`src/spbf_regs.svh`:
```
// Timing and timer width constants for the slot power breaker fault logic
`ifndef SPBF_REGS_SVH
`define SPBF_REGS_SVH
`define SPBF_FAULT_DELAY_MS 40
`define SPBF_CLK_MHZ 100
`define SPBF_FAULT_DELAY_CYC (`SPBF_FAULT_DELAY_MS * 1000 * `SPBF_CLK_MHZ)
`define SPBF_TMR_W 23
`endif

```
`src/spbf_pkg.sv`:
```
// Types shared by the slot power breaker fault logic
package spbf_pkg;
  typedef enum logic [1:0] {SPBF_OFF, SPBF_ON, SPBF_TRIPPED} spbf_main_state_t;
  typedef struct packed {
    logic main_high_uv;
    logic main_low_uv;
    logic high_over_limit;
    logic low_over_limit;
    logic high_fast;
    logic low_fast;
    logic aux_over_limit;
  } spbf_sense_t;
  typedef struct packed {
    logic main_on;
    logic aux_on;
    logic discharge;
    logic main_fault_n;
    logic aux_fault_n;
    logic standby;
    logic regulating;
  } spbf_slot_out_t;
endpackage : spbf_pkg

```
`src/spbf_slot.sv`:
```
// One slot of breaker and enable logic
`timescale 1ns/100ps
`default_nettype none
`include "spbf_regs.svh"
module spbf_slot #(
  parameter int unsigned FAULT_DELAY_CYC = `SPBF_FAULT_DELAY_CYC
) (
  // Clock and reset
  input wire logic clk,
  input wire logic rst_n,
  input wire logic clk_en,
  // Synchronised host inputs and sensors
  input wire logic slot_main_on,
  input wire logic aux_enable,
  input wire logic card_latch_n,
  input wire spbf_pkg::spbf_sense_t sense,
  // Slot results
  output spbf_pkg::spbf_slot_out_t slot_out,
  output logic main_trip,
  output logic aux_trip,
  output logic release_pulse
);
  logic main_on_q;
  logic aux_on_q;
  logic main_flt;
  logic aux_flt;
  logic main_armed;
  logic aux_armed;
  logic [`SPBF_TMR_W-1:0] main_tmr;
  logic [`SPBF_TMR_W-1:0] aux_tmr;
  spbf_pkg::spbf_main_state_t state;
  logic main_rise;
  logic main_fall;
  logic aux_rise;
  logic aux_fall;
  logic uv;
  logic main_ovl;
  logic main_fast;
  logic main_expired;
  logic aux_expired;

  localparam logic [`SPBF_TMR_W-1:0] TMR_LAST = `SPBF_TMR_W'(FAULT_DELAY_CYC - 1);

  assign main_rise = slot_main_on & ~main_on_q;
  assign main_fall = ~slot_main_on & main_on_q;
  assign aux_rise = aux_enable & ~aux_on_q;
  assign aux_fall = ~aux_enable & aux_on_q;
  assign uv = sense.main_high_uv | sense.main_low_uv;
  assign main_ovl = sense.high_over_limit | sense.low_over_limit;
  assign main_fast = sense.high_fast | sense.low_fast;
  assign main_expired = main_tmr == TMR_LAST;
  assign aux_expired = aux_tmr == TMR_LAST;

  always_ff @(posedge clk or negedge rst_n)
  begin
    if (!rst_n)
    begin
      main_on_q <= 1'b0;
      aux_on_q <= 1'b0;
    end
    else if (clk_en)
    begin
      main_on_q <= slot_main_on;
      aux_on_q <= aux_enable;
    end
  end

  // Main rail state machine
  always_ff @(posedge clk or negedge rst_n)
  begin
    if (!rst_n)
      state <= spbf_pkg::SPBF_OFF;
    else if (clk_en)
    begin
      unique case (state)
        spbf_pkg::SPBF_OFF:
          if (main_rise && !card_latch_n && !uv)
            state <= spbf_pkg::SPBF_ON;
        spbf_pkg::SPBF_ON:
          if (main_fast || (main_ovl && main_expired) || uv)
            state <= spbf_pkg::SPBF_TRIPPED;
          else if (!slot_main_on || card_latch_n)
            state <= spbf_pkg::SPBF_OFF;
        spbf_pkg::SPBF_TRIPPED:
          if (!slot_main_on)
            state <= spbf_pkg::SPBF_OFF;
        default:
          state <= spbf_pkg::SPBF_OFF;
      endcase
    end
  end

  always_ff @(posedge clk or negedge rst_n)
  begin
    if (!rst_n)
      main_tmr <= '0;
    else if (clk_en)
    begin
      if (state == spbf_pkg::SPBF_ON && main_ovl && !main_expired)
        main_tmr <= main_tmr + 1'b1;
      else if (!(state == spbf_pkg::SPBF_ON && main_ovl))
        main_tmr <= '0;
    end
  end

  // Aux rail; independent of mains
  always_ff @(posedge clk or negedge rst_n)
  begin
    if (!rst_n)
    begin
      aux_armed <= 1'b0;
      aux_tmr <= '0;
    end
    else if (clk_en)
    begin
      // Level enable; a latched fault holds it off until re-armed
      if (aux_trip || !aux_enable || card_latch_n)
        aux_armed <= 1'b0;
      else if (!aux_flt)
        aux_armed <= 1'b1;
      if (aux_armed && sense.aux_over_limit && !aux_expired)
        aux_tmr <= aux_tmr + 1'b1;
      else if (!(aux_armed && sense.aux_over_limit))
        aux_tmr <= '0;
    end
  end

  assign main_trip = clk_en && state == spbf_pkg::SPBF_ON && (main_fast || (main_ovl && main_expired) || uv);
  assign aux_trip = clk_en && aux_armed && sense.aux_over_limit && aux_expired;
  assign release_pulse = clk_en && ((main_fall && main_flt) || (aux_fall && aux_flt));

  always_ff @(posedge clk or negedge rst_n)
  begin
    if (!rst_n)
    begin
      main_flt <= 1'b0;
      aux_flt <= 1'b0;
    end
    else if (clk_en)
    begin
      if (main_trip)
        main_flt <= 1'b1;
      else if (main_rise)
        main_flt <= 1'b0;
      if (aux_trip)
        aux_flt <= 1'b1;
      else if (aux_rise)
        aux_flt <= 1'b0;
    end
  end

  assign main_armed = state == spbf_pkg::SPBF_ON;
  always_comb
  begin
    slot_out.main_on = main_armed;
    slot_out.aux_on = aux_armed;
    slot_out.discharge = !main_armed;
    slot_out.main_fault_n = !main_flt;
    slot_out.aux_fault_n = !aux_flt;
    slot_out.standby = uv;
    slot_out.regulating = main_armed && main_ovl;
  end
endmodule : spbf_slot
`default_nettype wire

```
`src/spbf_top.sv`:
```
// Dual-slot power breaker fault logic top
`timescale 1ns/100ps
`default_nettype none
`include "spbf_regs.svh"
module spbf_top #(
  parameter int unsigned FAULT_DELAY_CYC = `SPBF_FAULT_DELAY_CYC
) (
  // Clock and reset
  input wire logic clk,
  input wire logic rst_n,
  input wire logic clk_en,
  // Host enables per slot, index 0 is slot A
  input wire logic [1:0] slot_main_on,
  input wire logic [1:0] aux_enable,
  input wire logic [1:0] card_latch_n,
  // Analog comparator results per slot
  input wire spbf_pkg::spbf_sense_t sense_a,
  input wire spbf_pkg::spbf_sense_t sense_b,
  // Rail controls and status per slot
  output spbf_pkg::spbf_slot_out_t slot_a,
  output spbf_pkg::spbf_slot_out_t slot_b,
  // Shared alert
  output logic alert_out_n
);
  localparam int W = $bits(spbf_pkg::spbf_sense_t) + 3;
  spbf_pkg::spbf_slot_out_t raw [2];
  logic trip_seen;
  logic rel_seen;
  logic [1:0] main_trip;
  logic [1:0] aux_trip;
  logic [1:0] release_pulse;

  // Pins are asynchronous, so two stages each
  genvar s;
  generate
    for (s = 0; s < 2; s++)
    begin : g_slot
      logic [W-1:0] meta;
      logic [W-1:0] sync;
      always_ff @(posedge clk or negedge rst_n)
      begin
        if (!rst_n)
        begin
          meta <= {{(W-1){1'b0}}, 1'b1};
          sync <= {{(W-1){1'b0}}, 1'b1};
        end
        else if (clk_en)
        begin
          meta <= {(s == 0) ? sense_a : sense_b, slot_main_on[s], aux_enable[s], card_latch_n[s]};
          sync <= meta;
        end
      end
      spbf_slot #(.FAULT_DELAY_CYC(FAULT_DELAY_CYC)) u_slot (
        .clk(clk),
        .rst_n(rst_n),
        .clk_en(clk_en),
        .slot_main_on(sync[2]),
        .aux_enable(sync[1]),
        .card_latch_n(sync[0]),
        .sense(sync[W-1:3]),
        .slot_out(raw[s]),
        .main_trip(main_trip[s]),
        .aux_trip(aux_trip[s]),
        .release_pulse(release_pulse[s])
      );
    end
  endgenerate

  // Registered outputs; reset value has both rails off, discharge on and no faults
  always_ff @(posedge clk or negedge rst_n)
  begin
    if (!rst_n)
    begin
      slot_a <= 7'h1C;
      slot_b <= 7'h1C;
    end
    else if (clk_en)
    begin
      slot_a <= raw[0];
      slot_b <= raw[1];
    end
  end

  // Delay both events one cycle so alert lines up with the registered slot outputs
  always_ff @(posedge clk or negedge rst_n)
  begin
    if (!rst_n)
    begin
      trip_seen <= 1'b0;
      rel_seen <= 1'b0;
    end
    else if (clk_en)
    begin
      trip_seen <= |main_trip || |aux_trip;
      rel_seen <= |release_pulse;
    end
  end

  // trip asserts alert; set beats release
  always_ff @(posedge clk or negedge rst_n)
  begin
    if (!rst_n)
      alert_out_n <= 1'b1;
    else if (clk_en)
    begin
      if (trip_seen)
        alert_out_n <= 1'b0;
      else if (rel_seen)
        alert_out_n <= 1'b1;
    end
  end
endmodule : spbf_top
`default_nettype wire
```
`config.mk`:
```
export PLATFORM = sky130hd
export DESIGN_NAME = spbf_top
export DESIGN_NICKNAME = d
export VERILOG_FILES = /design/src/spbf_pkg.sv /design/src/spbf_slot.sv /design/src/spbf_top.sv
export VERILOG_INCLUDE_DIRS = /design/src
export SDC_FILE = /design/constraint.sdc
export NUM_CORES = 1
export LEC_CHECK = 0
export BUFFER_PORTS_ARGS = -buffer_cell sky130_fd_sc_hd__buf_2
export CORE_MARGIN = 2
export CORE_UTILIZATION = 60
export CTS_CLUSTER_SIZE = 24
export DETAILED_ROUTE_END_ITERATION = 8
export PLACE_DENSITY = 0.78
export SYNTH_ARGS = -nofsm -noshare
export SYNTH_HDL_FRONTEND = slang
export SYNTH_SLANG_ARGS = --single-unit
```
`constraint.sdc`:
```
create_clock -name clk -period 5.1 [get_ports clk]
set_input_delay 0.255 -clock clk [delete_from_list [all_inputs] [get_ports clk]]
set_output_delay 0.255 -clock clk [all_outputs]
set_load 0.01 [all_outputs]
```
# [Yosys cells after proc, flatten, opt, wreduce, memory -nomap -nowiden]
# Index checks and enable logic that the tools add are counted.
[word_totals] register_bits=163 in_bits=23 output_inout_bits=15 word_cells=199
[op_classes] n_addsub=4 eq_ne=20 muxes=32 bitwise=22 reduce_logical=84
[op_table] op="2-to-1 mux 23 bit" count=8
[op_table] op="adder 23 x 1 -> 23 bit (second input constant)" count=4
[op_table] op="== test 23 x 22 -> 1 bit (second input constant)" count=4
[op_table] op="logical AND 1 bit" count=30
[op_table] op="AND reduction 2 bit" count=11
[op_table] op="logical NOT 1 bit" count=18
[op_table] op="2-to-1 mux 2 bit" count=8
[op_table] op="2-to-1 mux 1 bit" count=14
[op_table] op="logical OR 1 bit" count=13
[op_table] op="inequality test 2 bit (second input constant)" count=6
[op_table] op="case mux 2 bit (3 select lines)" count=2
[op_table] op="nonzero test 2 bit" count=5
[op_table] op="AND 1 bit" count=8
[op_table] op="inequality test 2 x 1 -> 1 bit (second input constant)" count=4
[op_table] op="NOT 1 bit" count=8
[op_table] op="AND reduction 4 bit" count=2
[op_table] op="inequality test 3 bit (second input constant)" count=2
[op_table] op="OR 1 bit" count=6
[op_table] op="OR reduction 2 bit" count=3
[op_table] op="== test 2 x 1 -> 1 bit (second input constant)" count=2
[op_table] op="== test 2 bit (second input constant)" count=2
[op_table] op="logical NOT 2 bit" count=2

# [Depth between registers and ports, before layout]
[logic_depth] depth_word=7 depth_mapped=7 mapped_depth_nobuf=6

# [Hierarchy]
# A second synthesis with hierarchy kept.
[hier_totals] hier_cells=808 area_unflattened_um2=8461.9
[modules_own_cells] mod="spbf_slot" n_inst=2 cells_per_inst=341 area_per_inst_um2=3025.4 seq_area_each_um2=1326.3
[modules_own_cells] mod="spbf_top" n_inst=1 cells_per_inst=126 area_per_inst_um2=2411.1 seq_area_each_um2=1440.1

# [Least setup slack after synthesis]
# OpenSTA, ideal clock, no wires.
[synth_timing] path_type="register -> register" from="register g_slot[0].u_slot.aux_tmr[15]" to="register trip_seen" setup_ns=0.084 arrival_ns=2.201 required_time_ns=5.016 slack_ns=2.815 stages_incl_launch_ff=7 path_buffers=1 synth_period_minus_slack_ns=2.285 cell_sequence="dfrtp_1 or4b_1 or4_4 buf_6 or3_4 and2_4 a41oi_2"
[synth_between] elab_chain_cells=4
[synth_lines] item="from (decl)" line="spbf_slot.sv:30" source="logic [`SPBF_TMR_W-1:0] aux_tmr;"
[synth_lines] item="from (signal assigned)" line="spbf_slot.sv:122" source="aux_tmr <= aux_tmr + 1'b1;"
[synth_lines] item="== test 23 x 22 -> 1 bit" line="spbf_slot.sv:52" source="assign aux_expired = aux_tmr == TMR_LAST;"
[synth_lines] item="logical AND 1 bit" line="spbf_slot.sv:129" source="assign aux_trip = clk_en && aux_armed && sense.aux_over_limit && aux_expired;"
[synth_lines] item="OR reduction 2 bit" line="spbf_top.sv:94" source="trip_seen <= |main_trip || |aux_trip;"
[synth_lines] item="logical OR 1 bit" line="spbf_top.sv:94"
[synth_lines] item="to (signal assigned)" line="spbf_top.sv:94"
[synth_lines] item="to (decl)" line="spbf_top.sv:27" source="logic trip_seen;"
# Every way passes these cells.
# A chain may end at the register's enable or synchronous reset.

# [Final worst setup path]
[layout_timing] from="register g_slot[1].u_slot.aux_tmr[13]" to="register g_slot[1].u_slot.aux_tmr[15]"
[layout_between] elab_chain_cells=5 elab_cells_between_ends=7 classes_between="1 x add/sub; 2 x eq/ne; 1 x mux; 3 x reduce/logical"
[layout_lines] item="from (decl)" line="spbf_slot.sv:30"
[layout_lines] item="from (signal assigned)" line="spbf_slot.sv:122"
[layout_lines] item="parallel branches: the longest is 5 deep, another holds adder 23 x 1 -> 23 bit"
# Parallel ways; which one is timed is not known.

==> impl_summary.log <==
INFO  metric run_status = complete, but fails checks
INFO  metric failed_checks = negative hold slack
INFO  metric setup_total_negative_slack = 0 ps
INFO  metric finish.instance_area = 8823 sq um
INFO  metric number_of_nets_in_the_layout = 842
INFO  metric power.static_leakage = 3.647 nW
INFO  metric yosysMostFrequentCell = sky130_fd_sc_hd__dfrtp_1
INFO  metric post_synth_inst_count = 782
INFO  metric power_report.internal_total = 2.226 mW
INFO  metric drive_above_1_share = 17.75%
INFO  metric cts_setup_buffers = 0
INFO  metric timing_hold_violations_final = 18
INFO  metric antenna_found_initial = 0
INFO  metric asyncSetResetFlopFracSynth = 100.0%
INFO  metric fmax = 379.4 MHz
INFO  metric final_core_util = 69.35%
INFO  metric grt_max_degree = 121
INFO  metric finalCriticalPeriod = 2636 ps
INFO  metric yosys-top-cells-area = sky130_fd_sc_hd__dfrtp_1 48%, sky130_fd_sc_hd__mux2_2 6.8%, sky130_fd_sc_hd__o21ai_0 3.8%
INFO  metric cp_launch_type = flip-flop
INFO  metric worstSkewPairLatency = 430 ps
INFO  metric finClkSkew = 6.760 ps
INFO  metric drv_slew = 0
INFO  metric report.final.setup_viol = 0
INFO  metric whs = -32.04 ps
INFO  metric place_area = 8233 sq um
INFO  metric syn_area_per_cell = 10.11 sq um
INFO  metric drt-wirelength-per-cell = 16.77 um
INFO  metric grt_overall_usage = 25.39%
INFO  metric period_share = 51.68%
INFO  metric number_of_global_route_vias_before_repair = 6236
INFO  metric floorplan.initialDensity = 62.14%
INFO  metric port_buffers = 37
INFO  metric yosys_warnings = 0
INFO  metric htreeDepth = 4
INFO  metric die_h = 118.8 um
INFO  metric critPathArrivalTime = 2890 ps
INFO  metric yosys-top-cells-count = 152 x sky130_fd_sc_hd__dfrtp_1, 67 x sky130_fd_sc_hd__nor2_1, 60 x sky130_fd_sc_hd__o21ai_0
INFO  metric slew_headroom = 22.47%
INFO  metric cp-end-kind = flip-flop
INFO  metric dieWidth = 118.8 um
INFO  metric total_via_count_after_detailed_routing = 6230
INFO  metric drt_pre_antenna_iters = 6
INFO  metric totalWireLength = 16770 um
INFO  metric peak_ir_drop_on_the_vdd_network = 0.2866 mV
INFO  metric routabilityCongestion = 0.8698
INFO  metric floorplan.io_pins = 38
INFO  metric cp_bufs_invs = 0
INFO  metric crit_path_largest_cell_delay = 600 ps
INFO  metric clkSinkCount = 163
INFO  metric clock_tree.buffer_depth = 2
INFO  metric final-seq-area = 4093 sq um
INFO  metric synth_top_area_share = 48.12%
INFO  metric power-per-cell-area = 337.4 nW/um^2
INFO  metric cts_root_buffer_type = sky130_fd_sc_hd__clkbuf_16
INFO  metric combinationalPowerShare = 8.3%
INFO  metric fillCellCount = 977
INFO  metric main_flop_type_after_synthesis = sky130_fd_sc_hd__dfrtp_1
INFO  metric numCtsBuffers = 17
INFO  metric worst_slew_pin_slew = 1159 ps
INFO  metric syn_nets = 809
INFO  metric hpwlAfterDp = 11120 um
INFO  metric overflow = 0
INFO  metric p_switching = 0.7506 mW
INFO  metric critPathSlowestCell = sky130_fd_sc_hd__o31ai_2
INFO  metric tritoncts_clock_tree = yes
INFO  metric worst-setup-path-type = flip-flop to flip-flop
INFO  metric timing.hold.worst.class = input pin to asynchronous set/reset pin
INFO  metric synth_cell_types = 64
INFO  metric areaGrowthSynthToFinish = 11.62%
INFO  metric critical-path-top-cell-by-count = sky130_fd_sc_hd__or4_1
INFO  metric ys_seq_elements = 163
INFO  metric cp_num_cells = 5
INFO  metric antenna_cells = 0
INFO  metric p_clk_share = 43.2%
INFO  metric synth_seq_area_share = 51.77%
INFO  metric timing.critical_path.cells = or4_1 -> or4_4 -> o31ai_2 -> or4_1 -> a21oi_1
INFO  metric drt_iter0_drc = 576
INFO  metric p_sw_share = 25.22%
INFO  metric clkTransAtPathRegs = 60 ps
INFO  metric core = 12720 sq um
INFO  metric timing.max_cap.violations = 0
INFO  metric share_seq_of_total_power = 48.5%
INFO  metric synth_enable_flop_cells = 0
INFO  metric cts_hold_repair.buffers = 0
INFO  metric rsz0062_at_grt = no
INFO  metric netlist.top_cell.by_area = sky130_fd_sc_hd__dfrtp_1
INFO  metric syn-cell-area = 7905 sq um
INFO  metric path_max_fanout = 12
INFO  metric drt-vias-per-instance = 6.230
INFO  metric grt_first_pass_wirelength = 29440 um
INFO  metric critical-path-top-delay-family = simple AND/OR/NAND/NOR gates
INFO  metric post_cts.resized_instances = 0
INFO  metric std_cell_rows = 41
INFO  metric die_area = 14110 sq um
INFO  metric post-route-drc-count = 0
INFO  metric antenna_left = 0
INFO  metric multiInputGateArea = 3607 sq um
INFO  metric r2r.worst_path.cells = 5
INFO  metric required = 5350 ps
sequential cells by signal, indices dropped and copies added, names as in the netlist:
signal and flops:
g_slot.u_slot.main_flt 2, g_slot.u_slot.aux_tmr 46, rel_seen 1, slot_a 7, g_slot.u_slot.aux_armed 2, g_slot.u_slot.aux_on_q 2
g_slot.meta 20, g_slot.u_slot.state 4, slot_b 7, g_slot.sync 20, g_slot.u_slot.main_on_q 2, g_slot.u_slot.main_tmr 46
alert_out_n 1, g_slot.u_slot.aux_flt 2, trip_seen 1
cell type report:
| type | instances | area share (%) |
|---|---|---|
| sequential | 163 | 46.38 |
| multi-input combinational | 568 | 40.88 |
| clock buffer | 20 | 5.062 |
| timing repair buffer | 42 | 2.623 |
| tap | 172 | 2.439 |
| clock inverter | 12 | 1.631 |
| inverter | 23 | 0.9784 |
placed cells by master, fill, tap and decap left out, drive strengths merged, types with 4 or more instances in the layout:
master   instances
and3            12
dfrtp          152
o2111ai          4
or4b             4
mux2            48
or2              6
ha               4
nand2           59
or4             17
a22o             6
xor2            14
inv             28
a21oi           46
o41ai            5
nand3           44
and2             5
a31oi            7
dfstp           11
nand4           22
xnor2           13
nor4            11
nor3            18
nor2            67
o21ai           67
or3             26
buf             42
o211ai          10
o31ai           10
and4             7
clkbuf          20
per-layer routing:
metal	vias up	GRT usage, %	wire (um)
met5	-	0	0
met4	0	8.557	195
met3	24	6.178	920
met2	194	39.58	8049
met1	3063	35.01	7605
li1	2949	-	-
logic make-up (layout without fill, tap and decap cells):
family                     Yosys count  in the layout  share of synthesized area (%)
muxes                               51             51                          7.218
xor gates and xnor gates            27             27                          2.991
DFF                                163            163                          51.77
adders and majority gates            4              4                         0.6331
buffers and inverters               51             97                          2.596
AOI/OAI and AO/OA                  176            176                          14.06
and+or+nand+nor                    310            310                          20.73
final timing paths:
kind	end	slack [ps]	startpoint
worst max-delay path	g_slot[1].u_slot.aux_tmr[15]	2460	g_slot[1].u_slot.aux_tmr[13]
worst min-delay path	g_slot[1].u_slot.aux_tmr[11]	-30	rst_n
worst max register to register	g_slot[1].u_slot.aux_tmr[15]	2460	g_slot[1].u_slot.aux_tmr[13]
worst min register to register	alert_out_n	410	trip_seen
max in group asynchronous	slot_a[2]	3890	rst_n
min in group clk	g_slot[0].meta[0]	50	card_latch_n[0]
power groups by stage:
stage	combinational, mW	clock, mW	sequential, mW
after CTS	0.250	1.30	1.44
after detailed placement	0.248	0	1.47
after global routing	0.278	1.36	1.46
final	0.246	1.29	1.45
after floorplan	0.151	0	1.46
after global placement	0.239	0	1.46
stage by stage:
stage | hold WS [ps] | power (mW) | setup WS, ps | cells
2_1_floorplan | -40.59 | 1.608 | 2815 | 782
3_3_place_gp | 402.9 | 1.700 | 2582 | 968
3_5_place_dp | 420.1 | 1.714 | 2516 | 968
4_1_cts | 43.85 | 2.993 | 2483 | 1000
5_1_grt | 43.98 | 3.095 | 2324 | 1000
6_report | -32.04 | 2.977 | 2464 | 1000
worst register-to-register path, delay by kind of cell, from the launching register on:
| family | cells | cell delay (ps) |
|---|---|---|
| and+or+nand+nor | 3 | 1350 |
| DFF | 1 | 430 |
| AOI/OAI and AO/OA | 2 | 680 |
No activity file was read; power rests on OpenSTA's default activity.
